==> src/core/utpc_pkg.sv <==
// Summary of operation
// - variant one receive: direction/enumerate high, rx enable high, suspend low.
// - variant two receive: output enable bar high, suspend low; data on line pins.
// - variant one differential transmit: mode high, direction/rx enable/suspend low.
// - variant one single-ended transmit: mode, rx enable, suspend, direction, minus low.
// - variant two differential transmit: mode high, output enable bar and suspend low.
// - variant two single-ended transmit: mode, suspend, output enable, minus low.
// - never hold direction low with rx enable high and suspend low.
package utpc_pkg;
  localparam logic [31:0] UTPC_CTRL_ADDR   = 32'h0000_0000;
  localparam logic [31:0] UTPC_TXD_ADDR    = 32'h0000_0004;
  localparam logic [31:0] UTPC_STATUS_ADDR = 32'h0000_0008;
  // control fields
  localparam int UTPC_CTRL_RX      = 0;
  localparam int UTPC_CTRL_MODE    = 1;
  localparam int UTPC_CTRL_SUSPEND_IN    = 2;
  localparam int UTPC_CTRL_ENUM    = 3;
  localparam int UTPC_CTRL_SPEED   = 4;
  localparam int UTPC_CTRL_VARIANT = 5;
  localparam int UTPC_CTRL_REENUM  = 6;
  localparam logic [6:0] UTPC_CTRL_RESET = 7'h19;
  // tx data fields
  localparam int UTPC_TXD_PLUS  = 0;
  localparam int UTPC_TXD_MINUS = 1;
  // status fields
  localparam int UTPC_ST_PLUS  = 0;
  localparam int UTPC_ST_MINUS = 1;
  localparam int UTPC_ST_RCV   = 2;
  localparam int UTPC_ST_SE0   = 3;
  localparam int UTPC_ST_FLOAT = 4;
  localparam int UTPC_ST_DONE  = 5;
  // float time for reenumeration
  localparam int UTPC_CLK_MHZ       = 100;
  localparam int UTPC_FLOAT_NS      = 200;
  localparam int UTPC_FLOAT_MARGIN  = 2;
  localparam int UTPC_FLOAT_CYCLES  =
    (UTPC_FLOAT_NS * UTPC_FLOAT_MARGIN * UTPC_CLK_MHZ + 999) / 1000;
  localparam int UTPC_CNT_W = 8;
endpackage

==> src/core/utpc_ctrl.sv <==
`timescale 1ns/1ps
`default_nettype none
module utpc_ctrl
  import utpc_pkg::*;
#(
  parameter int FLOAT_CYCLES = UTPC_FLOAT_CYCLES
)(
  input  wire logic        hclk,                 // system clock
  input  wire logic        hresetn,              // async reset, active low
  input  wire logic        hsel,                 // slave select
  input  wire logic [31:0] haddr,                // address
  input  wire logic [1:0]  htrans,               // transfer type
  input  wire logic        hwrite,               // write flag
  input  wire logic [2:0]  hsize,                // transfer size
  input  wire logic [31:0] hwdata,               // write data
  input  wire logic        hready,               // bus ready
  output logic      [31:0] hrdata,               // read data
  output logic             hreadyout,            // slave ready
  output logic             hresp,                // response
  output logic             line_plus_io_o,       // plus line drive value
  output logic             line_plus_io_oe,      // plus line drive enable
  input  wire logic        line_plus_io_i,       // plus line level
  output logic             line_minus_io_o,      // minus line drive value
  output logic             line_minus_io_oe,     // minus line drive enable
  input  wire logic        line_minus_io_i,      // minus line level
  input  wire logic        single_ended_rx_out,  // device receive output
  output logic             dir_enum_o,           // variant one direction/enumerate value
  output logic             dir_enum_oe,          // enable; low lets it float
  output logic             rx_outputs_enable,    // variant one rx enable
  output logic             oe_n,                 // variant two output enable, active low
  output logic             enumerate,            // variant two enumerate
  output logic             suspend_in,           // suspend
  output logic             mode,                 // 1 differential, 0 single-ended
  output logic             speed                 // 1 full speed, 0 low speed
);
  initial begin
    if (FLOAT_CYCLES < 1 || FLOAT_CYCLES > 255)
      $error("utpc_ctrl: FLOAT_CYCLES out of range");
  end

  ////////////////////////////////////////////////////////////////////////////
  // bus slave, zero wait
  logic [6:0]            ctrl;
  logic [1:0]            txd;
  logic                  wr_pend;
  logic [31:0]           wr_addr;
  logic [6:0]            next_ctrl;
  logic [1:0]            next_txd;
  logic                  next_wr_pend;
  logic [31:0]           next_wr_addr;
  logic [UTPC_CNT_W-1:0] flt_cnt;
  logic [UTPC_CNT_W-1:0] next_flt_cnt;
  logic                  flt_done;
  logic                  next_flt_done;
  logic [2:0]            rx_s1;
  logic [2:0]            rx_s2;
  logic [31:0]           next_hrdata;
  logic                  rd_go;

  function automatic logic addr_is(input logic [31:0] a, input logic [31:0] r);
    addr_is = (a[7:2] == r[7:2]);
  endfunction

  assign hreadyout = 1'b1;
  assign hresp     = 1'b0;
  assign rd_go     = hsel && hready && htrans[1] && !hwrite;

  ////////////////////////////////////////////////////////////////////////////
  // reenumeration timer: counts while the direction pin floats
  always_comb
  begin
    next_wr_pend  = hsel && hready && htrans[1] && hwrite;
    next_wr_addr  = next_wr_pend ? haddr : wr_addr;
    next_ctrl     = ctrl;
    next_txd      = txd;
    next_flt_cnt  = flt_cnt;
    next_flt_done = flt_done;
    if (wr_pend && addr_is(wr_addr, UTPC_CTRL_ADDR))
    begin
      next_ctrl = hwdata[6:0];
    end
    if (wr_pend && addr_is(wr_addr, UTPC_TXD_ADDR))
    begin
      next_txd = hwdata[1:0];
    end
    if (!ctrl[UTPC_CTRL_VARIANT] && ctrl[UTPC_CTRL_REENUM])
    begin
      if (flt_cnt < UTPC_CNT_W'(FLOAT_CYCLES))
        next_flt_cnt = flt_cnt + 1'b1;
      else
        next_flt_done = 1'b1;
    end
    else
    begin
      next_flt_cnt  = '0;
      next_flt_done = 1'b0;
    end
    next_hrdata = 32'h0000_0000;
    if (rd_go && addr_is(haddr, UTPC_CTRL_ADDR))
      next_hrdata[6:0] = ctrl;
    else if (rd_go && addr_is(haddr, UTPC_TXD_ADDR))
      next_hrdata[1:0] = txd;
    else if (rd_go && addr_is(haddr, UTPC_STATUS_ADDR))
    begin
      next_hrdata[UTPC_ST_PLUS]  = rx_s2[0];
      next_hrdata[UTPC_ST_MINUS] = rx_s2[1];
      next_hrdata[UTPC_ST_RCV]   = rx_s2[2];
      next_hrdata[UTPC_ST_SE0]   = !rx_s2[0] && !rx_s2[1];
      next_hrdata[UTPC_ST_FLOAT] = !dir_enum_oe;
      next_hrdata[UTPC_ST_DONE]  = flt_done;
    end
  end

  always_ff @(posedge hclk or negedge hresetn)
  begin
    if (!hresetn)
    begin
      ctrl     <= UTPC_CTRL_RESET;
      txd      <= 2'h0;
      wr_pend  <= 1'b0;
      wr_addr  <= 32'h0000_0000;
      flt_cnt  <= '0;
      flt_done <= 1'b0;
      hrdata   <= 32'h0000_0000;
      rx_s1    <= 3'h0;
      rx_s2    <= 3'h0;
    end
    else
    begin
      ctrl     <= next_ctrl;
      txd      <= next_txd;
      wr_pend  <= next_wr_pend;
      wr_addr  <= next_wr_addr;
      flt_cnt  <= next_flt_cnt;
      flt_done <= next_flt_done;
      hrdata   <= next_hrdata;
      rx_s1    <= {single_ended_rx_out, line_minus_io_i, line_plus_io_i};
      rx_s2    <= rx_s1;
    end
  end

  ////////////////////////////////////////////////////////////////////////////
  // pin drive from control state
  logic rx_sel;
  logic var2;
  assign rx_sel = ctrl[UTPC_CTRL_RX] || ctrl[UTPC_CTRL_SUSPEND_IN];
  assign var2   = ctrl[UTPC_CTRL_VARIANT];

  always_comb
  begin
    suspend_in        = ctrl[UTPC_CTRL_SUSPEND_IN];
    mode              = ctrl[UTPC_CTRL_MODE];
    speed             = ctrl[UTPC_CTRL_SPEED];
    enumerate         = ctrl[UTPC_CTRL_ENUM];
    oe_n              = rx_sel;
    // direction and rx enable move together except in suspend, where rx enable stays low; never the conflict state
    dir_enum_o        = rx_sel;
    rx_outputs_enable = rx_sel && !ctrl[UTPC_CTRL_SUSPEND_IN];
    dir_enum_oe       = !(!var2 && ctrl[UTPC_CTRL_REENUM]);
    line_plus_io_oe   = !rx_sel;
    line_minus_io_oe  = !rx_sel;
    line_plus_io_o    = txd[UTPC_TXD_PLUS];
    // single-ended mode: minus high forces SE0, low gives normal data
    line_minus_io_o   = txd[UTPC_TXD_MINUS];
    if (!rx_sel && !var2 && ctrl[UTPC_CTRL_RX])
      rx_outputs_enable = 1'b0;
  end
endmodule // utpc_ctrl
`default_nettype wire

==> config.mk <==
export PLATFORM = sky130hd
export DESIGN_NAME = utpc_ctrl
export DESIGN_NICKNAME = d
export VERILOG_FILES = /design/src/core/utpc_pkg.sv /design/src/core/utpc_ctrl.sv
export SDC_FILE = /design/constraint.sdc
export NUM_CORES = 1
export LEC_CHECK = 0
export BUFFER_PORTS_ARGS = -buffer_cell sky130_fd_sc_hd__buf_2
export CAP_MARGIN = 20
export CORE_MARGIN = 2
export CORE_UTILIZATION = 37
export CTS_BUF_LIST = sky130_fd_sc_hd__clkbuf_16
export CTS_CLUSTER_SIZE = 40
export DETAILED_ROUTE_END_ITERATION = 10
export PLACE_DENSITY = 0.79
export SLEW_MARGIN = 10
export SYNTH_ARGS = -nofsm -noshare
export SYNTH_HDL_FRONTEND = slang
export SYNTH_SLANG_ARGS = --single-unit
==> constraint.sdc <==
create_clock -name hclk -period 1.95 [get_ports hclk]
set_input_delay 0.39 -clock hclk [delete_from_list [all_inputs] [get_ports hclk]]
set_output_delay 0.39 -clock hclk [all_outputs]
set_load 0.02 [all_outputs]
==> results.yml, run 1 <==
worst_setup_path:
  end_kind: "flip-flop"
  cp_max_fo: 2
  path_buf_inv: 0
  path_cells: "or4_4 > or4b_4 > mux2_4"
  crit_type: "flip-flop to flip-flop"
  cp_top_family: "simple AND/OR/NAND/NOR gates"
  crit_required_ps: 2110
  cp_slowest_stage_delay_ps: 560
  cp-start-kind: "flip-flop"
  critPathSlowestCell: "or4_4"
  worst_ep_arrival_time_ps: 2040
pwr:
  p_leak_nw: 1.06
  combPwrFrac_pct: 19.2
  p_sw_mw: 0.598
  p_int_mw: 1.65
  power.density_nw_per_um2: 1070
  clkPwrFrac_pct: 38.4
  netSwitchingFraction_pct: 26.6
  seq_power_share_pct: 42.4
  p_total_mw: 2.25
  peakVddDrop_uv: 554
timing:
  slew_violations: 0
  period_minus_slack_ps: 1880
  setup-violations-final: 0
  fin_setup_tns_ps: 0
  finalHoldViolCount: 0
  min_period_over_period_pct: 96.4
  fmax_mhz: 532
  rsz0062_at_grt: "false"
  clock_skew_ps: 3.04
outcome:
  status: "complete, no violations"
synthesis:
  ys_warn_count: 0
  netlist-cell-type-count: 34
  seq_area_frac_synth_pct: 53.6
  avgSynthCellArea_sq_um: 12.0
  ys_seq_elements: 38
  synth_area_sq_um: 1780
  synthCells: 148
cts:
  cts_setup_buffers: 0
  ctsHoldBuffers: 0
  cts_resized: 0
  root_buffer: "clkbuf_16"
  cts_sinks: 38
  cts_tree: "done"
  cts_max_path_buffers: 2
  htreeDepth: 2
  path_clk_slew_ps: 50
  worstSkewPairLatency_ps: 280
  cts_buffers: 5
grt:
  grt_pass1_vias: 1118
  grt_max_degree: 39
  antenna_found_initial: 0
  grt_pass1_wl_um: 5110
  grt_overflow_total: 0
  grt_usage_pct: 12.9
drt:
  drcViolationCount: 0
  final_antenna_net_count: 0
  via_per_inst: 4.62
  vias: 1137
  drtPass1Iterations: 4
  routedWlPerCell_um: 12.2
  drtIter0Drc: 47
  wl_um: 3000
layout:
  final_nets: 270
  synthToLayoutAreaGrowth_pct: 18.6
  num_antenna_cells: 0
  fillers: 425
  layout-drive-gt1-share_pct: 38.5
  seq_area_sq_um: 955
  multi_input_area_sq_um: 672
die:
  die-area_sq_um: 5380
  die_h_um: 73.4
  rows: 25
  io_pins: 123
  start_util_pct: 37.9
  die_w_um: 73.4
  core_sq_um: 4690
placement:
  dp_hpwl_um: 2250
  port_buffers: 40
  gp_congestion: 0.731
flow_run:
  maxCapViolCount: 0
worst_hold_path:
  hp-class: "primary input to asynchronous set/reset pin"
[synthesized netlist by cell type]
| cell | n | area (sq um) |
|---|---|---|
| nor3b_1 | 1 | 7.51 |
| clkbuf_1 | 2 | 7.51 |
| buf_4 | 29 | 218 |
| or4b_2 | 1 | 10.0 |
| dfrtp_1 | 35 | 876 |
| nor2_1 | 6 | 22.5 |
| ha_1 | 1 | 12.5 |
| or3b_2 | 1 | 8.76 |
| or4_4 | 1 | 11.3 |
| and2_1 | 4 | 25.0 |
| o311ai_0 | 1 | 8.76 |
| or3_1 | 2 | 12.5 |
| nor2b_1 | 2 | 12.5 |
| or2_2 | 2 | 12.5 |
| nand2b_1 | 1 | 6.26 |
| mux2_4 | 2 | 30.0 |
| o31ai_1 | 1 | 7.51 |
| inv_1 | 6 | 22.5 |
| mux2i_1 | 6 | 60.1 |
| nand3b_1 | 2 | 15.0 |
| nand3_1 | 2 | 10.0 |
| nand4_1 | 1 | 6.26 |
| dfstp_2 | 3 | 78.8 |
| o21ai_0 | 5 | 25.0 |
| o21a_1 | 2 | 15.0 |
| o41ai_1 | 1 | 8.76 |
| or4b_4 | 1 | 13.8 |
| a21oi_1 | 4 | 20.0 |
| or4_1 | 3 | 22.5 |
| nor4_4 | 1 | 21.3 |
| mux2_2 | 13 | 146 |
| conb_1 | 2 | 7.51 |
| nand2_1 | 1 | 3.75 |
| nor3_1 | 3 | 15.0 |
[final cells by class]
| class | instances | share of cell area, % |
|---|---|---|
| clock buffer | 5 | 5.93 |
| clock inverter | 2 | 1.60 |
| inverter | 6 | 1.07 |
| multi-input combinational | 98 | 31.8 |
| sequential | 38 | 45.2 |
| tap | 54 | 3.20 |
| timing repair buffer | 43 | 11.1 |
[cells in the final DEF (no fill, tap or decap), drive strengths merged, types with 2 or more instances in the layout]
master and count:
nand3 2, nor2b 2, dfrtp 35, buf 43, or2 2, mux2 15, or4b 2, and2 4
or3 2, conb 27, clkbuf 5, o21a 2, nor3 3, o21ai 5, mux2i 6, dfstp 3
nor2 6, nand3b 2, or4 4, a21oi 4, inv 6
[routing by layer]
metal	global-route usage, %	part of all wire [%]
met1	15.8	44
met2	19.0	45
met3	6.17	9.2
met4	6.06	1.2
met5	0	0
[power by group through the flow]
stage | Clock, mW | Combinational, mW | Sequential (mW)
3_3_place_gp | 0 | 0.425 | 0.960
2_1_floorplan | 0 | 0.322 | 0.983
4_1_cts | 0.893 | 0.436 | 0.952
5_1_grt | 0.926 | 0.478 | 0.963
6_report | 0.865 | 0.432 | 0.953
3_5_place_dp | 0 | 0.434 | 0.965
[metrics by stage]
stage | utilization, % | hold WS (ps) | std cells | cell area, sq um | worst slack (ps)
after global placement | 41.6 | 334 | 239 | 1950 | 55.2
after CTS | 45.0 | 73.7 | 246 | 2110 | 72.9
after detailed placement | 41.6 | 337 | 239 | 1950 | 48.7
after floorplan | - | 94.4 | 173 | 1870 | 120
after global routing | 45.0 | 91.0 | 246 | 2110 | 43.5
final | 45.0 | 69.5 | 246 | 2110 | 70.2
[registers in the layout (all words and copies together) (netlist names)]
name,count
txd,2
rx_s1,3
wr_addr,6
ctrl,7
wr_pend,1
rx_s2,3
flt_done,1
hrdata,7
flt_cnt,8
[path summary, 6_finish.rpt]
| kind | startpoint | end | slack, ps | cells past startpoint |
|---|---|---|---|---|
| setup reg to reg | wr_addr[3] | txd[0] | 70 | 3 |
| max in group asynchronous | hresetn | ctrl[0] | 1630 | 2 |
| hold reg to reg | rx_s1[1] | rx_s2[1] | 350 | 0 |
| setup / recovery | wr_addr[3] | txd[0] | 70 | 3 |
| min in group hclk | line_plus_io_i | rx_s1[0] | 220 | 1 |
| hold / removal | hresetn | wr_addr[7] | 70 | 2 |
[cell families (layout without fill, tap and decap cells)]
| family | count (synthesis) | count (layout) | share of synthesized area [%] |
|---|---|---|---|
| AO/OA/AOI/OAI | 14 | 14 | 4.78 |
| multiplexers | 21 | 21 | 13.3 |
| AND/OR/NAND/NOR | 35 | 35 | 13.3 |
| other | 2 | 27 | 0.422 |
| adder cells (fa/ha/maj) | 1 | 1 | 0.703 |
| flip-flops | 38 | 38 | 53.6 |
| buffers and inverters | 37 | 56 | 13.9 |
(Power assumes the default switching activity.)
==> run 2, diff against run 1 <==
--- a/config.mk
+++ b/config.mk
@@ -5,14 +5,14 @@
 export SDC_FILE = /design/constraint.sdc
 export NUM_CORES = 1
 export LEC_CHECK = 0
-export BUFFER_PORTS_ARGS = -buffer_cell sky130_fd_sc_hd__buf_2
 export CAP_MARGIN = 20
 export CORE_MARGIN = 2
-export CORE_UTILIZATION = 37
+export CORE_UTILIZATION = 55
 export CTS_BUF_LIST = sky130_fd_sc_hd__clkbuf_16
 export CTS_CLUSTER_SIZE = 40
 export DETAILED_ROUTE_END_ITERATION = 10
-export PLACE_DENSITY = 0.79
+export DONT_BUFFER_PORTS = 1
+export PLACE_DENSITY = 0.76
 export SLEW_MARGIN = 10
 export SYNTH_ARGS = -nofsm -noshare
 export SYNTH_HDL_FRONTEND = slang
==> run 2 against run 1 <==
Cell area fell by 10%. Hold slack improved by 66 ps. Sequential power rose by 4.2%. Clock power fell by 15%. Via count fell by 12%. Sequential share of layout area rose by 5.3 points. Clock skew rose by 0.88 ps. Critical path depth did not move. Count of clock-buffer cells in the layout did not move. Non-clock buffer count fell by 39. Largest cell class unchanged.
==> results.yml, run 2 (synthesized netlist as in run 1, its figures left out) <==
outcome:
  status: "complete, no violations"
worst_hold_path:
  min_path_cells: 0
  hp-class: "primary input to flip-flop"
grt:
  grt_max_degree: 39
  grt_pass1_vias: 1020
  use_met2_pct: 28.1
  grt.busiest_layer: "met2"
  met3_usage_pct: 10.0
  grt_overflow_total: 0
  grt_usage_pct: 18.3
  grt_pass1_wl_um: 4730
  antenna_found_initial: 0
  use_met1_pct: 20.8
die:
  start_util_pct: 57.8
  core_sq_um: 3080
  die_h_um: 60.9
  io_pins: 123
  rows: 20
  die_w_um: 60.9
  die-area_sq_um: 3710
worst_setup_path:
  path_cells: "or4_4 > or4b_4 > mux2_4"
  crit_type: "flip-flop to flip-flop"
  worst_ep_arrival_time_ps: 2040
  critPathSlowestCell: "or4_4"
  cp_top_family: "simple AND/OR/NAND/NOR gates"
  path_buf_inv: 0
  r2r_cells: 3
  crit_required_ps: 2110
  cp_num_cells: 3
  cp_max_fo: 2
  end_kind: "flip-flop"
  cp-start-kind: "flip-flop"
  cp_slowest_stage_delay_ps: 560
timing:
  period_minus_slack_ps: 1880
  finalHoldViolCount: 0
  rsz0062_at_grt: "false"
  setup-violations-final: 0
  fin_setup_tns_ps: 0
  slew_violations: 0
  fmax_mhz: 532
  min_period_over_period_pct: 96.4
  clock_skew_ps: 3.92
drt:
  drtIter0Drc: 27
  drcViolationCount: 0
  via_per_inst: 5.07
  drtPass1Iterations: 4
  final_antenna_net_count: 0
  wl_um: 2900
  vias: 1003
  routedWlPerCell_um: 14.6
pwr:
  p_leak_nw: 0.891
  peakVddDrop_uv: 535
  power.density_nw_per_um2: 1080
  p_total_mw: 2.04
layout:
  num_antenna_cells: 0
  multi_input_area_sq_um: 672
  final_nets: 231
  synthToLayoutAreaGrowth_pct: 6.11
  utilization_pct: 61.4
  layout.cells.most_common: "dfrtp_1"
  fin_area_sq_um: 1890
  fillers: 257
  regMostFlops: "flt_cnt"
  layout-drive-gt1-share_pct: 22.1
  layout_common_cells: "dfrtp_1 (35), conb_1 (27), mux2_2 (13)"
  seq_area_sq_um: 955
  final_cells: 198
  largest_reg_flops: 8
  reg_top3: "flt_cnt: 8 flops, ctrl: 7 flops, hrdata: 7 flops"
flow_run:
  maxCapViolCount: 0
placement:
  place_area_sq_um: 1720
  placed_cells: 188
  gp_congestion: 0.756
  dp_hpwl_um: 2140
  port_buffers: 0
cts:
  cts_max_path_buffers: 2
  root_buffer: "clkbuf_16"
  cts_sinks: 38
  htreeDepth: 2
  cts_buffers: 5
  cts_tree: "done"
  path_clk_slew_ps: 50
  worstSkewPairLatency_ps: 280
  cts_setup_buffers: 0
[run 2: per-layer routing]
layer	part of all wire (%)	wire (um)	vias up
met3	12	352	7
li1	-	-	464
met2	44	1290	56
met1	41	1200	476
met4	2.1	61	0
met5	0	0	-
[run 2: stage by stage]
step / setup WS (ps) / hold slack, ps
2_1_floorplan: 120 / 94.4
6_report: 69.3 / 136
3_3_place_gp: 84.2 / 95.2
5_1_grt: 31.2 / 130
4_1_cts: 51.6 / 131
3_5_place_dp: 72.3 / 95.2
[run 2: where the power goes]
| group | switching [mW] | internal, mW | total, mW |
|---|---|---|---|
| clock network | 0.277 | 0.458 | 0.736 |
| registers | 0.107 | 0.886 | 0.993 |
| logic | 0.194 | 0.118 | 0.312 |
| total | 0.579 | 1.46 | 2.04 |
[run 2: cell type report]
cell class                      count  area share, %
Multi-Input combinational cell     98           35.6
Clock inverter                      3          0.596
Timing Repair Buffer                4           2.38
Inverter                            6           1.39
Tap cell                           44           2.91
Sequential cell                    38           50.5
Clock buffer                        5           6.62
[run 2: path summary, 6_finish.rpt]
| path | startpoint | to | slack [ps] |
|---|---|---|---|
| min | line_minus_io_i | rx_s1[1] | 140 |
| min reg2reg | rx_s1[0] | rx_s2[0] | 350 |
| max | wr_addr[3] | txd[1] | 70 |
| min in group asynchronous | hresetn | flt_cnt[5] | 570 |
| max in group asynchronous | hresetn | ctrl[4] | 1120 |
| max reg2reg | wr_addr[3] | txd[1] | 70 |
[run 2: worst register-to-register path, stage by stage (launching register included)]
cell     delay, ps
dfrtp_1        370
or4_4          560
or4b_4         520
mux2_4         310
[run 2: timing repair]
| action | 4_1_cts | 5_1_grt |
|---|---|---|
| hold buffers | 2 | 0 |
| hold endpoints to repair | 38 | 0 |
| resized for setup | 0 | 1 |
| endpoints found under the setup margin | 0 | 2 |
